===== config.mk =====
export PLATFORM = sky130hd
export DESIGN_NAME = bdh_host
export DESIGN_NICKNAME = d
export VERILOG_FILES = /design/src/bdh_pkg.sv /design/src/bdh_host.sv
export SDC_FILE = /design/constraint.sdc
export NUM_CORES = 1
export LEC_CHECK = 0
export BUFFER_PORTS_ARGS = -buffer_cell sky130_fd_sc_hd__buf_2
export CORE_ASPECT_RATIO = 0.8
export CORE_MARGIN = 2
export CORE_UTILIZATION = 41
export CTS_BUF_LIST = sky130_fd_sc_hd__clkbuf_2 sky130_fd_sc_hd__clkbuf_4 sky130_fd_sc_hd__clkbuf_8
export DETAILED_ROUTE_END_ITERATION = 10
export GPL_TIMING_DRIVEN = 0
export MAX_ROUTING_LAYER = met4
export PLACE_DENSITY = 0.62
export RECOVER_POWER = 25
export SYNTH_ARGS = -nofsm -noshare
export SYNTH_HDL_FRONTEND = slang
export SYNTH_SLANG_ARGS = --single-unit

===== constraint.sdc =====
create_clock -name CLK_SYS_IN -period 1.8 [get_ports CLK_SYS_IN]
set_input_delay 0.54 -clock CLK_SYS_IN [delete_from_list [all_inputs] [get_ports CLK_SYS_IN]]
set_output_delay 0.54 -clock CLK_SYS_IN [all_outputs]
set_load 0.01 [all_outputs]

===== src/bdh_pkg.sv =====
`default_nettype none
package bdh_pkg;
	// ----------------------------------------
	// Timing
	// ----------------------------------------
	localparam int CLK_PERIOD_NS = 8;
	localparam int BIT_PERIOD_NS = 80;
	localparam int SETTLE_NS     = 16;
	// Least times, rounded up to whole cycles
	localparam int BIT_CYC    = (BIT_PERIOD_NS + CLK_PERIOD_NS - 1) / CLK_PERIOD_NS;
	localparam int SETTLE_CYC = (SETTLE_NS + CLK_PERIOD_NS - 1) / CLK_PERIOD_NS;

	// ----------------------------------------
	// Field layout and counter states
	// ----------------------------------------
	localparam int         BYTE_BITS   = 8;
	localparam int         SEL_BITS    = 3;
	localparam int         DEST_BITS   = 4;
	localparam int         DEST_HI_BIT = 3;
	localparam int         LINES       = 8;
	localparam logic [2:0] CNT_ZERO    = 3'h0;
	localparam logic [2:0] CNT_SKIP    = 3'h4;
	localparam logic [2:0] CNT_FIFTH   = 3'h7;
	localparam logic [2:0] BIT_LAST    = 3'h7;

	// ----------------------------------------
	// Controller states
	// ----------------------------------------
	typedef enum logic [1:0] {
		ST_IDLE,
		ST_SHIFT,
		ST_COUNT
	} bdh_state_type;
endpackage : bdh_pkg
`default_nettype wire


===== src/bdh_host.sv =====
`default_nettype none
module bdh_host #(
	parameter int BIT_CYC    = bdh_pkg::BIT_CYC,
	parameter int SETTLE_CYC = bdh_pkg::SETTLE_CYC
) (
	input  wire logic        CLK_SYS_IN,
	input  wire logic        RST_IN,
	input  wire logic        XFER_START_IN,
	input  wire logic [7:0]  XFER_DATA_IN,
	input  wire logic [3:0]  XFER_DEST_IN,
	input  wire logic        XFER_SPREAD_IN,
	output logic             XFER_BUSY_OUT,
	output logic             XFER_DONE_OUT,
	input  wire logic        CNT_MODE_IN,
	input  wire logic        CNT_STEP_IN,
	output logic [2:0]       CNT_STATE_OUT,
	output logic             CNT_WRAP_OUT,
	output logic [2:0]       SEL_OUT,
	output logic             EN_LO_N_OUT,
	output logic             EN_HI_N_OUT,
	input  wire logic [7:0]  DEC_N_IN,
	output logic [7:0]       DEC_N_OUT
);
	localparam int TW = $clog2(BIT_CYC + 1);

	// ----------------------------------------
	// State
	// ----------------------------------------
	bdh_pkg::bdh_state_type state_ff,  nxt_state_ff;
	logic [7:0]             shreg_ff,  nxt_shreg_ff;
	logic [3:0]             dest_ff,   nxt_dest_ff;
	logic                   spread_ff, nxt_spread_ff;
	logic [2:0]             bit_ff,    nxt_bit_ff;
	logic [TW-1:0]          tick_ff,   nxt_tick_ff;
	logic [2:0]             cnt_ff,    nxt_cnt_ff;
	logic [TW-1:0]          settle_ff, nxt_settle_ff;
	logic                   done_ff,   nxt_done_ff;
	logic                   wrap_ff,   nxt_wrap_ff;
	logic [2:0]             sel_ff,    nxt_sel_ff;
	logic                   en_lo_ff,  nxt_en_lo_ff;
	logic                   en_hi_ff,  nxt_en_hi_ff;
	logic [7:0]             dec_s1_ff;
	logic [7:0]             dec_s2_ff;
	logic [3:0]             addr;
	logic                   in_settle;
	logic                   seen_four;

	// Current line address, stepped per bit when spreading
	assign addr      = spread_ff ? 4'(dest_ff + {1'b0, bit_ff}) : dest_ff;
	assign in_settle = spread_ff && (tick_ff < TW'(SETTLE_CYC));
	assign seen_four = !dec_s2_ff[bdh_pkg::CNT_SKIP];

	// ----------------------------------------
	// Next-state logic
	// ----------------------------------------
	always_comb begin
		nxt_state_ff  = state_ff;
		nxt_shreg_ff  = shreg_ff;
		nxt_dest_ff   = dest_ff;
		nxt_spread_ff = spread_ff;
		nxt_bit_ff    = bit_ff;
		nxt_tick_ff   = tick_ff;
		nxt_cnt_ff    = cnt_ff;
		nxt_settle_ff = settle_ff;
		nxt_done_ff   = 1'b0;
		nxt_wrap_ff   = 1'b0;
		nxt_sel_ff    = sel_ff;
		nxt_en_lo_ff  = 1'b1;
		nxt_en_hi_ff  = 1'b1;
		case (state_ff)
			bdh_pkg::ST_IDLE: begin
				if (XFER_START_IN) begin
					nxt_state_ff  = bdh_pkg::ST_SHIFT;
					nxt_shreg_ff  = XFER_DATA_IN;
					nxt_dest_ff   = XFER_DEST_IN;
					nxt_spread_ff = XFER_SPREAD_IN;
					nxt_bit_ff    = 3'h0;
					nxt_tick_ff   = '0;
				end else if (CNT_MODE_IN) begin
					nxt_state_ff  = bdh_pkg::ST_COUNT;
					nxt_cnt_ff    = bdh_pkg::CNT_ZERO;
					nxt_settle_ff = TW'(SETTLE_CYC);
				end
			end
			bdh_pkg::ST_SHIFT: begin
				// Data rides the enable of the decoder picked by the high bit
				nxt_sel_ff = addr[2:0];
				if (!in_settle) begin
					if (addr[bdh_pkg::DEST_HI_BIT]) begin
						nxt_en_hi_ff = shreg_ff[0];
					end else begin
						nxt_en_lo_ff = shreg_ff[0];
					end
				end
				if (tick_ff == TW'(BIT_CYC - 1)) begin
					nxt_tick_ff  = '0;
					nxt_shreg_ff = {1'b1, shreg_ff[7:1]};
					nxt_bit_ff   = 3'(bit_ff + 3'h1);
					if (bit_ff == bdh_pkg::BIT_LAST) begin
						nxt_state_ff = bdh_pkg::ST_IDLE;
						nxt_done_ff  = 1'b1;
					end
				end else begin
					nxt_tick_ff = TW'(tick_ff + 1'b1);
				end
			end
			bdh_pkg::ST_COUNT: begin
				nxt_sel_ff   = cnt_ff;
				nxt_en_lo_ff = (settle_ff != '0);
				if (settle_ff != '0) begin
					nxt_settle_ff = TW'(settle_ff - 1'b1);
				end
				if (!CNT_MODE_IN) begin
					nxt_state_ff = bdh_pkg::ST_IDLE;
				end else if (cnt_ff == bdh_pkg::CNT_SKIP) begin
					// Decoded four jumps to seven, the fifth state
					if (settle_ff == '0 && seen_four) begin
						nxt_cnt_ff    = bdh_pkg::CNT_FIFTH;
						nxt_settle_ff = TW'(SETTLE_CYC);
					end
				end else if (CNT_STEP_IN) begin
					nxt_cnt_ff    = 3'(cnt_ff + 3'h1);
					nxt_settle_ff = TW'(SETTLE_CYC);
					nxt_wrap_ff   = (cnt_ff == bdh_pkg::CNT_FIFTH);
				end
			end
			default: begin
				nxt_state_ff = bdh_pkg::ST_IDLE;
			end
		endcase
	end

	// ----------------------------------------
	// Registers
	// ----------------------------------------
	always_ff @(posedge CLK_SYS_IN) begin
		if (RST_IN) begin
			state_ff  <= bdh_pkg::ST_IDLE;
			shreg_ff  <= 8'hff;
			dest_ff   <= 4'h0;
			spread_ff <= 1'b0;
			bit_ff    <= 3'h0;
			tick_ff   <= '0;
			cnt_ff    <= bdh_pkg::CNT_ZERO;
			settle_ff <= '0;
			done_ff   <= 1'b0;
			wrap_ff   <= 1'b0;
			sel_ff    <= 3'h0;
			en_lo_ff  <= 1'b1;
			en_hi_ff  <= 1'b1;
			dec_s1_ff <= 8'hff;
			dec_s2_ff <= 8'hff;
		end else begin
			state_ff  <= nxt_state_ff;
			shreg_ff  <= nxt_shreg_ff;
			dest_ff   <= nxt_dest_ff;
			spread_ff <= nxt_spread_ff;
			bit_ff    <= nxt_bit_ff;
			tick_ff   <= nxt_tick_ff;
			cnt_ff    <= nxt_cnt_ff;
			settle_ff <= nxt_settle_ff;
			done_ff   <= nxt_done_ff;
			wrap_ff   <= nxt_wrap_ff;
			sel_ff    <= nxt_sel_ff;
			en_lo_ff  <= nxt_en_lo_ff;
			en_hi_ff  <= nxt_en_hi_ff;
			dec_s1_ff <= DEC_N_IN;   // Pin synchroniser, first stage
			dec_s2_ff <= dec_s1_ff;
		end
	end

	// Outputs
	assign XFER_BUSY_OUT = (state_ff == bdh_pkg::ST_SHIFT);
	assign XFER_DONE_OUT = done_ff;
	assign CNT_STATE_OUT = cnt_ff;
	assign CNT_WRAP_OUT  = wrap_ff;
	assign SEL_OUT       = sel_ff;
	assign EN_LO_N_OUT   = en_lo_ff;
	assign EN_HI_N_OUT   = en_hi_ff;
	assign DEC_N_OUT     = dec_s2_ff;

	// ----------------------------------------
	// Checks
	// ----------------------------------------
	chk_idle_enables_off: assert property (@(posedge CLK_SYS_IN) disable iff (RST_IN)
		state_ff == bdh_pkg::ST_IDLE |=> en_lo_ff && en_hi_ff)
		else $error("enable driven while idle");
	chk_one_decoder_on: assert property (@(posedge CLK_SYS_IN) disable iff (RST_IN)
		en_lo_ff || en_hi_ff)
		else $error("both decoders enabled");
	chk_upper_half_off: assert property (@(posedge CLK_SYS_IN) disable iff (RST_IN)
		state_ff == bdh_pkg::ST_SHIFT && !addr[3] |=> en_hi_ff)
		else $error("upper decoder enabled for low address");
	chk_sel_from_addr: assert property (@(posedge CLK_SYS_IN) disable iff (RST_IN)
		state_ff == bdh_pkg::ST_SHIFT |=> sel_ff == $past(addr[2:0]))
		else $error("select does not follow address");
	chk_fixed_dest_sel: assert property (@(posedge CLK_SYS_IN) disable iff (RST_IN)
		state_ff == bdh_pkg::ST_SHIFT && !spread_ff && $past(state_ff) == bdh_pkg::ST_SHIFT
		|=> $stable(sel_ff))
		else $error("select moved during fixed transfer");
	chk_bit_step_rate: assert property (@(posedge CLK_SYS_IN) disable iff (RST_IN)
		state_ff == bdh_pkg::ST_SHIFT && tick_ff == TW'(BIT_CYC - 1)
		|=> bit_ff == 3'($past(bit_ff) + 3'h1))
		else $error("bit index not stepped at bit end");
	chk_force_seven: assert property (@(posedge CLK_SYS_IN) disable iff (RST_IN)
		state_ff == bdh_pkg::ST_COUNT && CNT_MODE_IN && cnt_ff == bdh_pkg::CNT_SKIP
		&& settle_ff == '0 && seen_four |=> cnt_ff == bdh_pkg::CNT_FIFTH)
		else $error("decoded four did not force seven");
	chk_wrap_zero: assert property (@(posedge CLK_SYS_IN) disable iff (RST_IN)
		state_ff == bdh_pkg::ST_COUNT && CNT_MODE_IN && cnt_ff == bdh_pkg::CNT_FIFTH
		&& CNT_STEP_IN |=> cnt_ff == bdh_pkg::CNT_ZERO && wrap_ff)
		else $error("seven did not wrap to zero");
	chk_settle_inhibit: assert property (@(posedge CLK_SYS_IN) disable iff (RST_IN)
		state_ff == bdh_pkg::ST_COUNT && $changed(sel_ff) |-> en_lo_ff && en_hi_ff)
		else $error("enable low while counter settles");
endmodule : bdh_host
`default_nettype wire


### Yosys cells after proc, flatten, opt, wreduce, memory -nomap -nowiden

Index checks and enable logic that the tools add are counted.

| word-level totals | value |
|---|---|
| output and inout bits | 19 |
| bits in read-only memories | 0 |
| input port bits | 26 |
| flip-flop bits (word level) | 52 |
| memory bits (writable) | 0 |
| latch bits | 0 |
| word-level logic and storage cells | 97 |
| memories | 0 |

| cells by class | value |
|---|---|
| shifts and indexed selects | 0 |
| $mul | 0 |
| bitwise logic cells | 6 |
| eq/ne operators | 16 |
| reduce and logical (&&, ||, !) cells | 18 |
| order comparisons | 1 |
| multiplexer cells | 36 |
| div/mod/pow operators | 0 |
| add/sub/neg operators | 5 |

Operator list:

| kind | count |
|---|---|
| 2-to-1 mux 4 bit | 10 |
| 2-to-1 mux 3 bit | 8 |
| case mux 3 bit (2 select lines) | 3 |
| 2-to-1 mux 8 bit | 2 |
| case mux 4 bit (2 select lines) | 2 |
| case mux 8 bit (2 select lines) | 1 |
| 2-to-1 mux 2 bit | 5 |
| inequality test 2 bit, second input constant | 5 |
| == test 3 bit, second input constant | 3 |
| inequality test 3 bit, second input constant | 3 |
| adder 3 x 1 -> 3 bit, second input constant | 2 |
| inverter 1 bit | 6 |
| case mux 2 bit (3 select lines) | 1 |
| AND reduction 3 bit | 2 |
| AND reduction 6 bit | 1 |
| nonzero test 2 bit | 3 |
| OR reduction 5 bit | 1 |
| adder 4 x 1 -> 4 bit, second input constant | 1 |
| adder 4 x 3 -> 4 bit | 1 |
| == test 4 bit, second input constant | 1 |
| logical NOT 4 bit | 1 |
| < comparator 4 x 2 -> 1 bit, second input constant | 1 |
| inequality test 2 x 1 -> 1 bit, second input constant | 2 |
| AND reduction 2 bit | 2 |
| 12 further kinds | 15 |

### Logic depth before layout (Yosys ltp)

| depth | value |
|---|---|
| word-level depth | 6 |
| mapped depth | 8 |
| gate-level depth less buffers | 7 |

### Worst setup path after synthesis

No wires, ideal clock.

| timing | value |
|---|---|
| kind | flip-flop to flip-flop |
| start point | register cnt_ff[0], in the netlist CNT_STATE_OUT[0] |
| end point | register settle_ff[3] |
| stages on the path, launching flop included | 7 |
| path slack | 175 ps |
| required time | 1,726 ps |
| arrival | 1,551 ps |
| setup time | 74 ps |
| buffers on the path | 0 |
| period minus slack after synthesis | 1,625 ps |
| cell sequence | dfxtp_1 inv_1 ha_1 and2_1 o21ai_0 or4_1 a31oi_1 |

| between the ends | value |
|---|---|
| longest elaborated chain between the ends | 4 |

Ends and longest elaborated chain:

| item | line | RTL |
|---|---|---|
| start: declaration | bdh_host.sv:35 | `logic [2:0] cnt_ff, nxt_cnt_ff;` |
| start signal: assignment | bdh_host.sv:144 | `cnt_ff <= bdh_pkg::CNT_ZERO;` |
| start signal: assignment | bdh_host.sv:160 | `cnt_ff <= nxt_cnt_ff;` |
| == test 3 bit | bdh_host.sv:115 | `end else if (cnt_ff == bdh_pkg::CNT_SKIP) begin` |
| 2-to-1 mux 4 bit | bdh_host.sv:115 |  |
| 2-to-1 mux 4 bit | bdh_host.sv:113 | `if (!CNT_MODE_IN) begin` |
| case mux 4 bit (2 select lines) | bdh_host.sv:70 | `case (state_ff)` |
| end signal: assignment | bdh_host.sv:161 | `settle_ff <= nxt_settle_ff;` |
| end: declaration | bdh_host.sv:36 | `logic [TW-1:0] settle_ff, nxt_settle_ff;` |

No other way between the ends.
A chain may end at the register's enable or synchronous reset.

### Final worst setup path

| timing | value |
|---|---|
| start point | register state_ff[0] |
| end point | register settle_ff[3] |

| between the ends | value |
|---|---|
| longest elaborated chain between the ends | 3 |
| elaborated cells on any way between the ends | 7 |
| those cells by class | eq/ne (3); mux (1); reduce/logical (3) |

Ends and longest elaborated chain:

| item | line | RTL |
|---|---|---|
| start: declaration | bdh_host.sv:29 | `bdh_pkg::bdh_state_type state_ff, nxt_state_ff;` |
| start signal: assignment | bdh_host.sv:138 | `state_ff <= bdh_pkg::ST_IDLE;` |
| start signal: assignment | bdh_host.sv:154 | `state_ff <= nxt_state_ff;` |
| == test 2 bit / logical NOT 2 bit (equally long branches) | bdh_host.sv:70 |  |
| nonzero test 2 bit (no source line) / inequality test 2 bit (equally long branches) | - |  |
| AND reduction 3 bit (no source line) | - |  |

Parallel ways exist; a longest one is shown, timed or not.

==> impl_metrics.env <==
export IMPL_status="completed"
export IMPL_final_max_slew_viol_count=0
export IMPL_synth_seq_area_share=0.441
export IMPL_final_seq_area_um2=1050
export IMPL_crit_family="simple AND/OR/NAND/NOR gates"
export IMPL_worstPathRequired_ns=2.02
export IMPL_vias=1958
export IMPL_dieArea_um2=6390
export IMPL_drt_iter0_markers=98
export IMPL_synth_cell_types=47
export IMPL_finalHoldViolations=0
export IMPL_instances_no_fill=387
export IMPL_worstPathCellList="inv_1 > ha_2 > nand2b_1 > and2_4 > or4_1 > a31oi_1"
export IMPL_cts_buffer_depth=2
export IMPL_endpoint_kind="flip-flop"
export IMPL_cts_sinks=52
export IMPL_core_um2=5500
export IMPL_detailed_place_hpwl_mm=3.83
export IMPL_syn_num_nets=297
export IMPL_worst_pin_slew_ns=0.578
export IMPL_slowest_delay_ns=0.49
export IMPL_cp_start_kind="flip-flop"
export IMPL_ant_nets=0
export IMPL_drc=0
export IMPL_nFillCells=546
export IMPL_multiInputGateArea_um2=1260
export IMPL_power_density_nw_per_um2=1080
export IMPL_path_clk_slew_ns=0.09
export IMPL_place_inst=378
export IMPL_fin_util=0.526
export IMPL_cts_tree="yes"
export IMPL_synth_ff_type="dfxtp_1"
export IMPL_die_y_um=71.9
export IMPL_grt_max_degree=16
export IMPL_cap_viol_max_count=0
export IMPL_firstDrtPassIters=5
export IMPL_final_nets=350
export IMPL_antennaDiodeCount=0
export IMPL_fin_crit_ns=1.77
export IMPL_syn_area_per_cell_um2=9.23
export IMPL_fin_crit_sh=0.981
export IMPL_postSynth_asyncResetShare=0
export IMPL_grt_pass1_wl_mm=8.38
export IMPL_setup_viol=0
export IMPL_synthCells=256
export IMPL_worstPathArrival_ns=1.99
export IMPL_worstSkewPairLatency_ns=0.30
export IMPL_synth_cell_area_um2=2360
export IMPL_ys_ff_latch=52
export IMPL_die_w_um=88.9
export IMPL_antenna_found_initial=0
export IMPL_h_tree_depth=2
export IMPL_grt_overflow=0
export IMPL_yosysWarnings=0
export IMPL_cts_hold_buf=0
export IMPL_grt_total_usage=0.174
export IMPL_tns_ns=0
export IMPL_skew_ns=0.00444
export IMPL_cts_buffers=5
export IMPL_irDropWorstVdd_mv=0.560
export IMPL_root_buffer="clkbuf_8"
export IMPL_drive_gt1_frac=0.327
export IMPL_gp_congestion=0.762
export IMPL_synth_enable_flop_cells=0
export IMPL_fmax_ghz=0.566
export IMPL_hp_class="reg2reg"
export IMPL_slew_headroom=0.615
export IMPL_routed_wl_mm=5.24
export IMPL_start_util=0.430
export IMPL_rsz0062_at_grt="yes"
export IMPL_slowest_stage="or4_1"
export IMPL_path_class="reg2reg"
export IMPL_num_rows=24
export IMPL_total_leakage_power_nw=1.14
export IMPL_port_buffers=44
export IMPL_critPathBufInv=1
export IMPL_grt_pass1_vias=1749
export IMPL_drt_vias_per_instance=5.06
export IMPL_area_delta_synth_final_pct=22.5
export IMPL_crit_path_max_fanout=7
export IMPL_wl_per_cell_um=13.5
export IMPL_io_pins=45
## layout by cell type, fill, tap and decap left out, types with 3 or more instances in the layout
| cell type | synthesis | routed |
|---|---|---|
| xnor2_1 | 4 | 4 |
| ha_1 | 14 | 12 |
| inv_1 | 14 | 14 |
| nand2b_1 | 3 | 3 |
| or2_2 | 17 | 17 |
| o21ai_0 | 13 | 12 |
| nand3_1 | 8 | 8 |
| mux2i_1 | 11 | 10 |
| clkbuf_1 | 5 | 5 |
| nand2_1 | 20 | 19 |
| nor3_1 | 10 | 10 |
| dfxtp_2 | 0 | 5 |
| a21oi_1 | 16 | 15 |
| nor2_1 | 11 | 11 |
| buf_2 | 5 | 50 |
| dfxtp_1 | 52 | 47 |
| a31oi_1 | 8 | 8 |
| clkbuf_8 | 0 | 5 |
| or4_1 | 3 | 3 |
## synthesized netlist by cell type (all sizes together), types with 4 or more instances
master / number / area share
nor2: 11 / 0.017
nand3: 8 / 0.017
ha: 14 / 0.074
a21oi: 16 / 0.034
o21ai: 13 / 0.028
clkbuf: 5 / 0.0079
a31oi: 8 / 0.021
nor3: 10 / 0.021
inv: 14 / 0.022
xnor2: 4 / 0.015
buf: 9 / 0.019
dfxtp: 52 / 0.44
or2: 17 / 0.045
nand2: 20 / 0.032
mux2i: 11 / 0.047
## final timing paths
path | from | to | slack, ns | depth (start not counted)
worst min register to register | dec_s1_ff[7] | DEC_N_OUT[7] | 0.42 | 1
worst max register to register | state_ff[0] | settle_ff[3] | 0.03 | 6
worst min-delay path | dec_s1_ff[7] | DEC_N_OUT[7] | 0.42 | 1
worst max-delay path | state_ff[0] | settle_ff[3] | 0.03 | 6
## cell families after synthesis
logic type,after synthesis,share of synthesized area
compound gates,52,0.140
buf+inv,28,0.0487
simple gates,91,0.213
fa+ha+maj,15,0.0826
mux,13,0.0561
xor+xnor,5,0.0185
flops,52,0.441
## report_power, final
part / internal, W / switching [W] / total, W / leakage [nW]
Sequential: 0.00127 / 0.0000676 / 0.00133 / 0.429
Combinational: 0.000384 / 0.000486 / 0.000870 / 0.647
Clock: 0.000547 / 0.000365 / 0.000912 / 0.0642
Total: 0.00220 / 0.000919 / 0.00312 / 1.14
## registers in the layout, summed over array words and instances (netlist names), 2 cells and up
register	flops
CNT_STATE_OUT	3
DEC_N_OUT	8
SEL_OUT	3
bit_ff	3
dec_s1_ff	8
dest_ff	4
settle_ff	4
shreg_ff	8
state_ff	2
tick_ff	4
## per-stage QoR
stage,total power [W],worst slack [ns],hold WS (ns),instance area (um2)
2_1_floorplan,0.00192,0.175,0.389,2360
3_3_place_gp,0.00212,-0.121,0.391,2680
3_5_place_dp,0.00213,-0.109,0.394,2680
4_1_cts,0.00307,-0.000332,0.413,2830
5_1_grt,0.00330,-0.0440,0.412,2890
6_report,0.00312,0.0336,0.416,2890
## what timing repair did
item	CTS	global route
resized for setup	7	15
buffers inserted	0	1
cloned	0	1
hold endpoints to repair	0	0
setup endpoints to repair	13	23
## layout make-up
type                       instances  area share
buffer                            14      0.0255
clock buffer                       5      0.0238
clock inverter                     2      0.0208
inverter                          14      0.0182
multi-input combinational        176       0.436
sequential                        52       0.362
tap                               78      0.0337
timing repair buffer              46      0.0804
## layer usage
metal,up-vias,part of all wire,GRT usage
met1,918,0.50,0.244
met5,-,0,-
met2,32,0.46,0.260
met3,4,0.036,0.0341
met4,0,0.0063,0.0455
li1,1004,-,-
Power figures use the tool's default switching activity.
